--- src/tps_pkg.sv ---
package tps_pkg;

  // Register bus
  localparam int ADDR_W = 8;
  localparam int DATA_W = 32;
  localparam int IDX_W  = 6;

  // Register indices; byte address is four times the index
  localparam logic [IDX_W-1:0] IDX_TIMER_CONTROL  = 6'h05;
  localparam logic [IDX_W-1:0] IDX_CPU_STATUS     = 6'h06;
  localparam logic [IDX_W-1:0] IDX_INT_STATUS_EN  = 6'h07;
  localparam logic [IDX_W-1:0] IDX_COUNT_LOW      = 6'h0B;
  localparam logic [IDX_W-1:0] IDX_COUNT_HIGH     = 6'h0C;
  localparam logic [IDX_W-1:0] IDX_EVENT_STATUS   = 6'h10;
  localparam logic [IDX_W-1:0] IDX_EVENT_MASK     = 6'h11;

  // timer_control fields
  localparam int CTL_INT_EDGE_BIT = 7;
  localparam int CTL_EDGE_BIT     = 6;
  localparam int CTL_SRC_BIT      = 5;
  localparam int CTL_PS_HI        = 4;
  localparam int CTL_PS_LO        = 1;
  localparam logic [7:0] CTL_RESET = 8'h00;

  // cpu_status and interrupt_status_enable fields
  localparam int CPU_GLOBAL_IRQ_DISABLE_BIT      = 4;
  localparam logic CPU_GLOBAL_IRQ_DISABLE_RESET  = 1'b1;
  localparam int INT_OVF_FLAG_BIT    = 5;
  localparam int INT_OVF_EN_BIT      = 1;
  localparam logic [7:0] INT_RESET   = 8'h00;

  // Event status / mask layout
  localparam int EVT_OVERFLOW = 0;
  localparam int EVT_TICK     = 1;
  localparam int EVT_N        = 2;
  localparam logic [EVT_N-1:0] EVT_RESET = 2'h0;

  // Counter and prescaler
  localparam logic [15:0] COUNT_POR_VALUE = 16'h0000;
  localparam int PS_W = 9;
  localparam logic [3:0] PS_TAP_MAX = 4'h8;
  localparam logic [1:0] INHIBIT_SPAN = 2'h2;

  // Instruction cycle is four oscillator periods
  localparam logic [1:0] PHASE_LAST = 2'h3;

  // Timing
  localparam int CLK_PERIOD_NS = 10;
  localparam int OSC_PERIOD_NS = 10;
  localparam int SYNC_MIN_OSC  = 3;
  localparam int SYNC_MAX_OSC  = 7;
  localparam int SYNC_MIN_CYC  = (SYNC_MIN_OSC * OSC_PERIOD_NS + CLK_PERIOD_NS - 1) / CLK_PERIOD_NS;
  localparam int SYNC_MAX_CYC  = (SYNC_MAX_OSC * OSC_PERIOD_NS) / CLK_PERIOD_NS;

  typedef enum logic {
    BUS_IDLE = 1'b0,
    BUS_ACK  = 1'b1
  } tps_bus_state_t;

endpackage

--- src/tps_timer16.sv ---
// What this block does
// - External pin events pass the prescaler before being synchronised.
// - Prescaler output sampled twice per instruction cycle; any transition makes a count.
// - Counter moves 3 to 7 oscillator periods after the external edge.
// - The 16-bit count is reached one byte at a time, low and high.
// - Writing a count byte stops that byte counting until the second instruction boundary after the write.
// - Any write to either count byte clears the prescaler.
// - Prescale ratio can be changed any time without stopping the timer.
// - Count is cleared to 0000 at power-on and kept across the other resets.
// - Count wraps FFFF to 0000 setting the overflow flag; vectoring clears it.
// - Source select picks instruction clock, else pin on chosen edge.
// - Prescale codes 0 to 7 divide by 1 to 128; top bit set divides 256.
module tps_timer16
  import tps_pkg::*;
(
  // Clock and resets
  input  wire logic              clk_in,
  input  wire logic              srst_in,
  input  wire logic              other_reset_in,
  // Count pin and CPU side
  input  wire logic              external_count_pin_in,
  input  wire logic              vector_ack_in,
  output logic                   overflow_request_out,
  output logic                   global_irq_disable_out,
  // Avalon-MM slave
  input  wire logic [ADDR_W-1:0] address_in,
  input  wire logic              read_in,
  input  wire logic              write_in,
  input  wire logic [DATA_W-1:0] writedata_in,
  input  wire logic [3:0]        byteenable_in,
  output logic [DATA_W-1:0]      readdata_out,
  output logic                   waitrequest_out,
  // Interrupt
  output logic                   irq_out
);

  localparam int LAT_MIN = SYNC_MIN_CYC - 1;
  localparam int LAT_MAX = SYNC_MAX_CYC - 1;

  function automatic logic reg_hit(input logic [ADDR_W-1:0] a, input logic [IDX_W-1:0] idx);
    return (a[1:0] == 2'h0) && (a[ADDR_W-1:2] == idx);
  endfunction

  function automatic logic [3:0] ps_tap(input logic [3:0] sel);
    return sel[3] ? PS_TAP_MAX : {1'b0, sel[2:0]};
  endfunction

  tps_bus_state_t bus_state;
  tps_bus_state_t next_bus_state;

  logic [1:0]       phase;
  logic             int_edge_store;
  logic             edge_select;
  logic             source_select;
  logic [3:0]       prescale_select;
  logic             overflow_flag;
  logic             overflow_irq_enable;
  logic [EVT_N-1:0] evt_status;
  logic [EVT_N-1:0] evt_mask;
  logic [EVT_N-1:0] next_evt_status;
  logic [7:0]       count_low;
  logic [7:0]       count_high;
  logic [1:0]       inhibit_low;
  logic [1:0]       inhibit_high;
  logic             pin_q;
  logic [PS_W-1:0]  ps_cnt;
  logic             ps_sample;
  logic             ps_sample_prev;

  // Phase and sample strobes
  wire inst_en   = (phase == PHASE_LAST);
  wire sample_en = phase[0];

  // Bus decode
  wire       bus_req    = read_in || write_in;
  wire       wr_go      = write_in && !waitrequest_out && byteenable_in[0];
  wire [7:0] wbyte      = writedata_in[7:0];
  wire       wr_ctl     = wr_go && reg_hit(address_in, IDX_TIMER_CONTROL);
  wire       wr_cpu     = wr_go && reg_hit(address_in, IDX_CPU_STATUS);
  wire       wr_int     = wr_go && reg_hit(address_in, IDX_INT_STATUS_EN);
  wire       wr_low     = wr_go && reg_hit(address_in, IDX_COUNT_LOW);
  wire       wr_high    = wr_go && reg_hit(address_in, IDX_COUNT_HIGH);
  wire       wr_evt     = wr_go && reg_hit(address_in, IDX_EVENT_STATUS);
  wire       wr_mask    = wr_go && reg_hit(address_in, IDX_EVENT_MASK);
  wire       wr_cnt_any = wr_low || wr_high;
  wire       ctrl_rst   = srst_in || other_reset_in;

  wire [7:0] ctl_rd = {int_edge_store, edge_select, source_select, prescale_select, 1'b0};
  wire [7:0] cpu_rd = {3'h0, global_irq_disable_out, 4'h0};
  wire [7:0] int_rd = {2'h0, overflow_flag, 3'h0, overflow_irq_enable, 1'b0};
  wire [7:0] rd_byte =
    reg_hit(address_in, IDX_TIMER_CONTROL) ? ctl_rd :
    reg_hit(address_in, IDX_CPU_STATUS)    ? cpu_rd :
    reg_hit(address_in, IDX_INT_STATUS_EN) ? int_rd :
    reg_hit(address_in, IDX_COUNT_LOW)     ? count_low :
    reg_hit(address_in, IDX_COUNT_HIGH)    ? count_high :
    reg_hit(address_in, IDX_EVENT_STATUS)  ? {6'h00, evt_status} :
    reg_hit(address_in, IDX_EVENT_MASK)    ? {6'h00, evt_mask} : 8'h00;

  // Count source: pin edge of chosen polarity or instruction clock
  wire pin_rise  = external_count_pin_in && !pin_q;
  wire pin_fall  = !external_count_pin_in && pin_q;
  wire src_event = source_select ? inst_en : (edge_select ? pin_rise : pin_fall);

  // Prescaler tap toggles once per ratio events; each toggle is one count
  wire [3:0] tap              = ps_tap(prescale_select);
  wire       prescaler_output = ps_cnt[tap];

  // Tick uses samples taken before the current edge, giving the sync delay
  wire count_tick = sample_en && (ps_sample ^ ps_sample_prev);
  wire low_inc    = count_tick && (inhibit_low == 2'h0);
  wire low_carry  = low_inc && (count_low == 8'hFF);
  wire high_inc   = low_carry && (inhibit_high == 2'h0);
  wire wrap       = high_inc && (count_high == 8'hFF);

  wire [EVT_N-1:0] evt_set = {count_tick, wrap};

  assign next_bus_state = (bus_state == BUS_IDLE && bus_req) ? BUS_ACK : BUS_IDLE;

  // One wait cycle per access; unmapped reads return zero, writes dropped
  always_ff @(posedge clk_in) begin
    if (srst_in) begin
      bus_state       <= BUS_IDLE;
      waitrequest_out <= 1'b1;
      readdata_out    <= 32'h0000_0000;
    end else begin
      bus_state       <= next_bus_state;
      waitrequest_out <= (next_bus_state == BUS_IDLE);
      if (read_in && bus_state == BUS_IDLE) begin
        readdata_out <= {24'h00_0000, rd_byte};
      end
    end
  end

  always_ff @(posedge clk_in) begin
    if (srst_in) begin
      phase <= 2'h0;
    end else begin
      phase <= phase + 2'h1;
    end
  end

  // Ratio and source change on the fly; counting never stops for it
  always_ff @(posedge clk_in) begin
    if (ctrl_rst) begin
      {int_edge_store, edge_select, source_select, prescale_select} <= CTL_RESET[7:1];
    end else if (wr_ctl) begin
      int_edge_store  <= wbyte[CTL_INT_EDGE_BIT];
      edge_select     <= wbyte[CTL_EDGE_BIT];
      source_select   <= wbyte[CTL_SRC_BIT];
      prescale_select <= wbyte[CTL_PS_HI:CTL_PS_LO];
    end
  end

  always_ff @(posedge clk_in) begin
    if (ctrl_rst) begin
      global_irq_disable_out <= CPU_GLOBAL_IRQ_DISABLE_RESET;
      overflow_irq_enable    <= INT_RESET[INT_OVF_EN_BIT];
      overflow_flag          <= INT_RESET[INT_OVF_FLAG_BIT];
      overflow_request_out   <= 1'b0;
    end else begin
      if (wr_cpu) begin
        global_irq_disable_out <= wbyte[CPU_GLOBAL_IRQ_DISABLE_BIT];
      end
      if (wr_int) begin
        overflow_irq_enable <= wbyte[INT_OVF_EN_BIT];
      end
      // Wrap beats a simultaneous vector clear or software write
      if (wrap) begin
        overflow_flag <= 1'b1;
      end else if (vector_ack_in) begin
        overflow_flag <= 1'b0;
      end else if (wr_int) begin
        overflow_flag <= wbyte[INT_OVF_FLAG_BIT];
      end
      overflow_request_out <= overflow_flag && overflow_irq_enable && !global_irq_disable_out;
    end
  end

  // Sticky events, write one to clear, set wins
  generate
    for (genvar i = 0; i < EVT_N; i++) begin : g_evt
      assign next_evt_status[i] = evt_set[i] || (evt_status[i] && !(wr_evt && wbyte[i]));
    end
  endgenerate

  always_ff @(posedge clk_in) begin
    if (ctrl_rst) begin
      evt_status <= EVT_RESET;
      evt_mask   <= EVT_RESET;
      irq_out    <= 1'b0;
    end else begin
      evt_status <= next_evt_status;
      if (wr_mask) begin
        evt_mask <= wbyte[EVT_N-1:0];
      end
      irq_out <= |(evt_status & evt_mask);
    end
  end

  // Prescaler first, then the twice-per-cycle sampler
  always_ff @(posedge clk_in) begin
    if (srst_in || wr_cnt_any) begin
      ps_cnt <= '0;
    end else if (src_event) begin
      ps_cnt <= ps_cnt + 9'h001;
    end
  end

  // Samples are cleared with the prescaler so the clear is not seen as an edge
  always_ff @(posedge clk_in) begin
    pin_q <= srst_in ? 1'b0 : external_count_pin_in;
    if (srst_in || wr_cnt_any) begin
      ps_sample      <= 1'b0;
      ps_sample_prev <= 1'b0;
    end else if (sample_en) begin
      ps_sample      <= prescaler_output;
      ps_sample_prev <= ps_sample;
    end
  end

  // Count kept on master clear and watchdog reset; power-on gives a fixed value
  always_ff @(posedge clk_in) begin
    if (srst_in) begin
      count_low  <= COUNT_POR_VALUE[7:0];
      count_high <= COUNT_POR_VALUE[15:8];
    end else begin
      if (wr_low) begin
        count_low <= wbyte;
      end else if (low_inc) begin
        count_low <= count_low + 8'h01;
      end
      if (wr_high) begin
        count_high <= wbyte;
      end else if (high_inc) begin
        count_high <= count_high + 8'h01;
      end
    end
  end

  // Inhibit ends at the second instruction boundary after the write
  always_ff @(posedge clk_in) begin
    if (srst_in) begin
      inhibit_low  <= 2'h0;
      inhibit_high <= 2'h0;
    end else begin
      if (wr_low) begin
        inhibit_low <= INHIBIT_SPAN;
      end else if (inst_en && inhibit_low != 2'h0) begin
        inhibit_low <= inhibit_low - 2'h1;
      end
      if (wr_high) begin
        inhibit_high <= INHIBIT_SPAN;
      end else if (inst_en && inhibit_high != 2'h0) begin
        inhibit_high <= inhibit_high - 2'h1;
      end
    end
  end

  chk_prescaler_clear: assert property (
    @(posedge clk_in) disable iff (srst_in)
    wr_cnt_any |=> (ps_cnt == '0) && !ps_sample && !ps_sample_prev)
    else $error("prescaler not cleared by count write");

  chk_low_write_hold: assert property (
    @(posedge clk_in) disable iff (srst_in)
    (wr_low ##1 !wr_low [*3]) |-> (count_low == $past(writedata_in[7:0], 3)))
    else $error("low byte moved during write inhibit");

  chk_wrap_overflow: assert property (
    @(posedge clk_in) disable iff (srst_in)
    (count_tick && inhibit_low == 2'h0 && inhibit_high == 2'h0 && !wr_cnt_any
     && count_low == 8'hFF && count_high == 8'hFF)
    |=> overflow_flag && count_low == 8'h00 && count_high == 8'h00 && evt_status[EVT_OVERFLOW])
    else $error("wrap did not give zero count and overflow flag");

  chk_vector_clear: assert property (
    @(posedge clk_in) disable iff (ctrl_rst)
    (vector_ack_in && !wrap) |=> !overflow_flag)
    else $error("overflow flag not cleared by vectoring");

  chk_tick_phase: assert property (
    @(posedge clk_in) disable iff (srst_in)
    $changed(count_low) && !$past(wr_low) |-> $past(sample_en))
    else $error("count changed outside a sample point");

  chk_two_samples: assert property (
    @(posedge clk_in) disable iff (srst_in)
    sample_en |=> !sample_en ##1 sample_en)
    else $error("sampler not running twice per instruction cycle");

  chk_ext_latency: assert property (
    @(posedge clk_in) disable iff (srst_in || wr_cnt_any || wr_ctl)
    (!source_select && src_event && prescale_select == 4'h0) |-> ##[LAT_MIN:LAT_MAX] count_tick)
    else $error("external edge not counted in time");

  chk_internal_source: assert property (
    @(posedge clk_in) disable iff (srst_in)
    source_select |-> (src_event == inst_en))
    else $error("internal source not the instruction clock");

  chk_top_ratio: assert property (
    @(posedge clk_in) disable iff (srst_in)
    prescale_select[3] |-> (prescaler_output == ps_cnt[PS_W-1]))
    else $error("top prescale code not dividing by 256");

  chk_bus_answer: assert property (
    @(posedge clk_in) disable iff (srst_in)
    (bus_req && waitrequest_out) |=> !waitrequest_out ##1 waitrequest_out)
    else $error("bus access not answered after one wait cycle");

  chk_irq_level: assert property (
    @(posedge clk_in) disable iff (ctrl_rst)
    (|(evt_status & evt_mask)) |=> irq_out)
    else $error("unmasked event did not raise irq");

  chk_high_write_hold: assert property (
    @(posedge clk_in) disable iff (srst_in)
    (wr_high ##1 !wr_high [*3]) |-> (count_high == $past(writedata_in[7:0], 3)))
    else $error("high byte moved during write inhibit");

  chk_count_kept: assert property (
    @(posedge clk_in) disable iff (srst_in)
    (other_reset_in && !wr_cnt_any && !count_tick) |=> $stable(count_low) && $stable(count_high))
    else $error("count changed by a non power-on reset");

  chk_tick_advance: assert property (
    @(posedge clk_in) disable iff (srst_in)
    (count_tick && inhibit_low == 2'h0 && !wr_low) |=> (count_low == 8'($past(count_low) + 8'h01)))
    else $error("count did not advance on a prescaler pulse");

  chk_ovf_request: assert property (
    @(posedge clk_in) disable iff (ctrl_rst)
    (overflow_flag && overflow_irq_enable && !global_irq_disable_out) |=> overflow_request_out)
    else $error("overflow request not raised");

  cov_wrap: cover property (@(posedge clk_in) disable iff (srst_in) wrap);
  cov_ext_tick: cover property (@(posedge clk_in) disable iff (srst_in) !source_select && count_tick);
  cov_inhibited: cover property (@(posedge clk_in) disable iff (srst_in) count_tick && inhibit_low != 2'h0);
  cov_vector: cover property (@(posedge clk_in) disable iff (srst_in) overflow_flag ##1 vector_ack_in);

endmodule

--- config.mk ---
export PLATFORM = sky130hd
export DESIGN_NAME = tps_timer16
export DESIGN_NICKNAME = d
export VERILOG_FILES = /design/src/tps_pkg.sv /design/src/tps_timer16.sv
export SDC_FILE = /design/constraint.sdc
export NUM_CORES = 1
export LEC_CHECK = 0
export ABC_AREA = 1
export BUFFER_PORTS_ARGS = -buffer_cell sky130_fd_sc_hd__buf_4
export CORE_MARGIN = 2
export CORE_UTILIZATION = 24
export CTS_CLUSTER_DIAMETER = 200
export CTS_CLUSTER_SIZE = 24
export DETAILED_ROUTE_END_ITERATION = 7
export PLACE_DENSITY = 0.4
export RECOVER_POWER = 100
export SLEW_MARGIN = 20
export SYNTH_ARGS = -nofsm -noshare
export SYNTH_HDL_FRONTEND = slang
export SYNTH_SLANG_ARGS = --single-unit
--- constraint.sdc ---
create_clock -name clk_in -period 1.93 [get_ports clk_in]
set_input_delay 0.193 -clock clk_in [delete_from_list [all_inputs] [get_ports clk_in]]
set_output_delay 0.193 -clock clk_in [all_outputs]
set_load 0.05 [all_outputs]
==> metrics.md <==
| Metric | Value |
|---|---|
| I/O pin cnt | `87` |
| Synthesized instance count | `517` |
| Slew HR | `0.586` |
| Filler cell count in the final layout | `1622` |
| Setup fix buffers added after clock tree synthesis | `0` |
| Total CTS buffers | `9` |
| Diode insertion count for antenna repair | `0` |
| Vias | `3238` |
| Critical Path Fanout Max | `9` |
| Worst Min Path Start | `external_count_pin_in` |
| Pin count of the biggest net entering global routing | `19` |
| Maximum clock insertion buffer count | `2` |
| Category of the most critical setup path | `register to register` |
| Latest clock arrival within the worst-skew pair | `340 ps` |
| CP startpoint kind | `register` |
| Total DRC errors in the routed layout | `0` |
| Clk slew on worst S/H paths | `50 ps` |
| Dominant cell type by area after synthesis | `sky130_fd_sc_hd__dfxtp_1` |
| Clock tree from TritonCTS | `yes` |
| Distinct cells, synth | `36` |
| Number of nets in the layout | `618` |
| Final critical path time including I/O delays and setup | `1740 ps` |
| Final Instance Area | `0.00413 mm^2` |
| Count of antenna-violating nets left after detailed routing | `0` |
| Max H-tree Level | `3` |
| Floorplan die area | `0.0157 mm^2` |
| Slew of the pin with the lowest slew margin | `624 ps` |
| Drt initial violations | `145` |
| Routed len/inst | `13.4 um` |
| Worst Skew | `4.71 ps` |
| Worst r2r src | `count_low[0]` |
| Met2 layer usage reported by global route | `0.198` |
| Timing-limited maximum frequency | `576 MHz` |
| Average cell area after synthesis | `6.82 um^2` |
| Post-route fraction of the period consumed by the critical path | `0.900` |
| Number of input and output port buffers inserted | `35` |
| Commonest non-fill, non-tap cell in the layout | `sky130_fd_sc_hd__nand2_1` |
| Cell types occupying the most area after synthesis | `sky130_fd_sc_hd__dfxtp_1, sky130_fd_sc_hd__nand2_1, sky130_fd_sc_hd__inv_1` |
| R2R cell count | `6` |
| Fraction of layout cells with a size suffix above 1 | `0.110` |
| Post-synthesis register bit count | `60` |
| Syn. warnings | `0` |
| Register area share after synthesis | `0.341` |
| Max cap viols | `0` |
| Power Dens Cells | `777 mW/mm^2` |
| Total negative slack | `0 ps` |
| Status | `completed` |
| Total clock sinks | `60` |
| # resized after CTS | `0` |
| Register-to-Register Setup Slack | `190 ps` |
| Area share of the largest cell type after synthesis | `0.341` |
| Hold Path Depth | `3` |
| Fraction of met1 tracks used by global routing | `0.179` |
| Overall power consumption | `3.21 mW` |
| Unrepaired setup endpoints after global routing | `no` |
| Drt pass-1 iters | `4` |
| Top library cells by usage in the layout, fill and taps aside | `sky130_fd_sc_hd__nand2_1, sky130_fd_sc_hd__inv_1, sky130_fd_sc_hd__dfxtp_1, sky130_fd_sc_hd__o21ai_0, sky130_fd_sc_hd__nor2_1` |
| Peak supply drop | `0.000408 V` |
| Hold_buf cts | `0` |
| Number of slew-limit violations in the final report | `0` |
| Data arrival at the endpoint of the critical path | `2000 ps` |
| Chip Height | `125 um` |
| Global router's overall resource usage | `0.131` |
| Placeable Area | `0.0144 mm^2` |
| Effective utilization at floorplan | `0.245` |
| Netlist Area Pre-Place | `0.00353 mm^2` |
| Reg-to-Reg End | `overflow_flag` |
| Crit. End Element | `register` |
| Crit path required time | `2200 ps` |
| Hold Path Sink | `pin_q` |
| Final Hold Vio Count | `0` |
| Worst hold path class | `input pin to register` |
| Global-route wire length before repair | `16.1 mm` |
| Rows | `44` |
| Buffer cell driving the clock tree root | `sky130_fd_sc_hd__clkbuf_16` |
| Cell leakage power | `1.74 nW` |
| Die width | `125 um` |
| Final-report setup violation count | `0` |
| Antenna violations before repair | `0` |
| Post-DP Area | `0.00393 mm^2` |
| DRT Wirelength | `10.0 mm` |
| Via count normalized by instance count | `4.32` |
| Total congestion overflow after global routing | `0` |
| Number of global-route vias before repair | `3056` |
| Gr busiest metal | `met2` |
| Synth-to-layout area growth | `17.1%` |
| Routability cong. | `0.803` |
| Detail Placement HPWL | `7.64 mm` |
| Met3 usage in global routing | `0.0278` |
==> cell usage after synthesis, drive strengths merged <==
cell and n:
nand4 6, ha 6, o21ai 55, nor4 1, xnor2 5, o22ai 2
or2 1, dfxtp 60, a31oi 1, a211oi 1, o211ai 5, nor3 7
inv 78, nor2 48, xor2 11, nand3 41, nand2 116, conb 1
a21oi 38, nand3b 1, clkbuf 4, buf 29
==> registers in the layout (all words and copies together) (netlist names), 2 cells and up <==
name and flops:
evt_mask 2, inhibit_low 2, phase 2, evt_status 2, inhibit_high 2, count_low 8, count_high 8, readdata_out 8
ps_cnt 9, prescale_select 4
==> worst max-delay path, stage by stage, from the launching register on <==
cell,delay (ps)
sky130_fd_sc_hd__dfxtp_1,390
sky130_fd_sc_hd__ha_1,210
sky130_fd_sc_hd__nand2_1,120
sky130_fd_sc_hd__nor3_4,270
sky130_fd_sc_hd__nand3_4,170
sky130_fd_sc_hd__or2_0,340
sky130_fd_sc_hd__a21oi_2,170
==> layout make-up <==
cell class	instances	area (um^2)	share of cell area
Clock buffer	14	284	0.0687
Tap cell	184	230	0.0557
Sequential cell	60	1200	0.291
Timing Repair Buffer	43	253	0.0612
Inverter	78	293	0.0709
Multi-Input combinational cell	369	1870	0.452
Clock inverter	1	5.00	0.00121
==> where the power goes <==
| group | leakage, nW | internal (mW) | total (mW) | switching [mW] |
|---|---|---|---|---|
| clock | 0.145 | 0.999 | 1.56 | 0.564 |
| sequential | 0.487 | 1.27 | 1.28 | 0.0183 |
| combinational | 1.11 | 0.0789 | 0.360 | 0.282 |
==> per-stage QoR <==
step                      setup WS, ps  utilization  hold slack [ps]  std cells
after global placement             287        0.272              421        734
after floorplan                    404            -              326        540
after detailed placement           261        0.272              431        734
final                              193        0.286             99.3        749
after global routing              49.0        0.286              140        749
after CTS                          234        0.292             99.8        749
==> cells by family after synthesis <==
family,Yosys count,share of synthesized area
buffers and inverters,111,0.151
XOR/XNOR,16,0.0397
AO/OA/AOI/OAI,102,0.156
other,1,0.00106
adder cells (fa/ha/maj),6,0.0213
flip-flops,60,0.341
AND/OR/NAND/NOR,221,0.290
==> per-layer routing <==
layer	wire [um]	vias to the layer above
li1	-	1693
met1	4830	1460
met2	4410	73
met3	588	12
met4	206	0
met5	0	-
==> worst max path at each step <==
| stage | startpoint | endpoint | slack, ps |
|---|---|---|---|
| after floorplan | waitrequest_out | ps_sample | 400 |
| after detailed placement | count_low[0] | count_high[2] | 260 |
| final | count_low[0] | overflow_flag | 190 |
| after CTS | count_low[0] | count_high[2] | 230 |
| after global routing | phase[0] | ps_cnt[3] | 50 |
| after global placement | count_low[0] | count_high[2] | 290 |
Power figures use the tool's default switching activity.
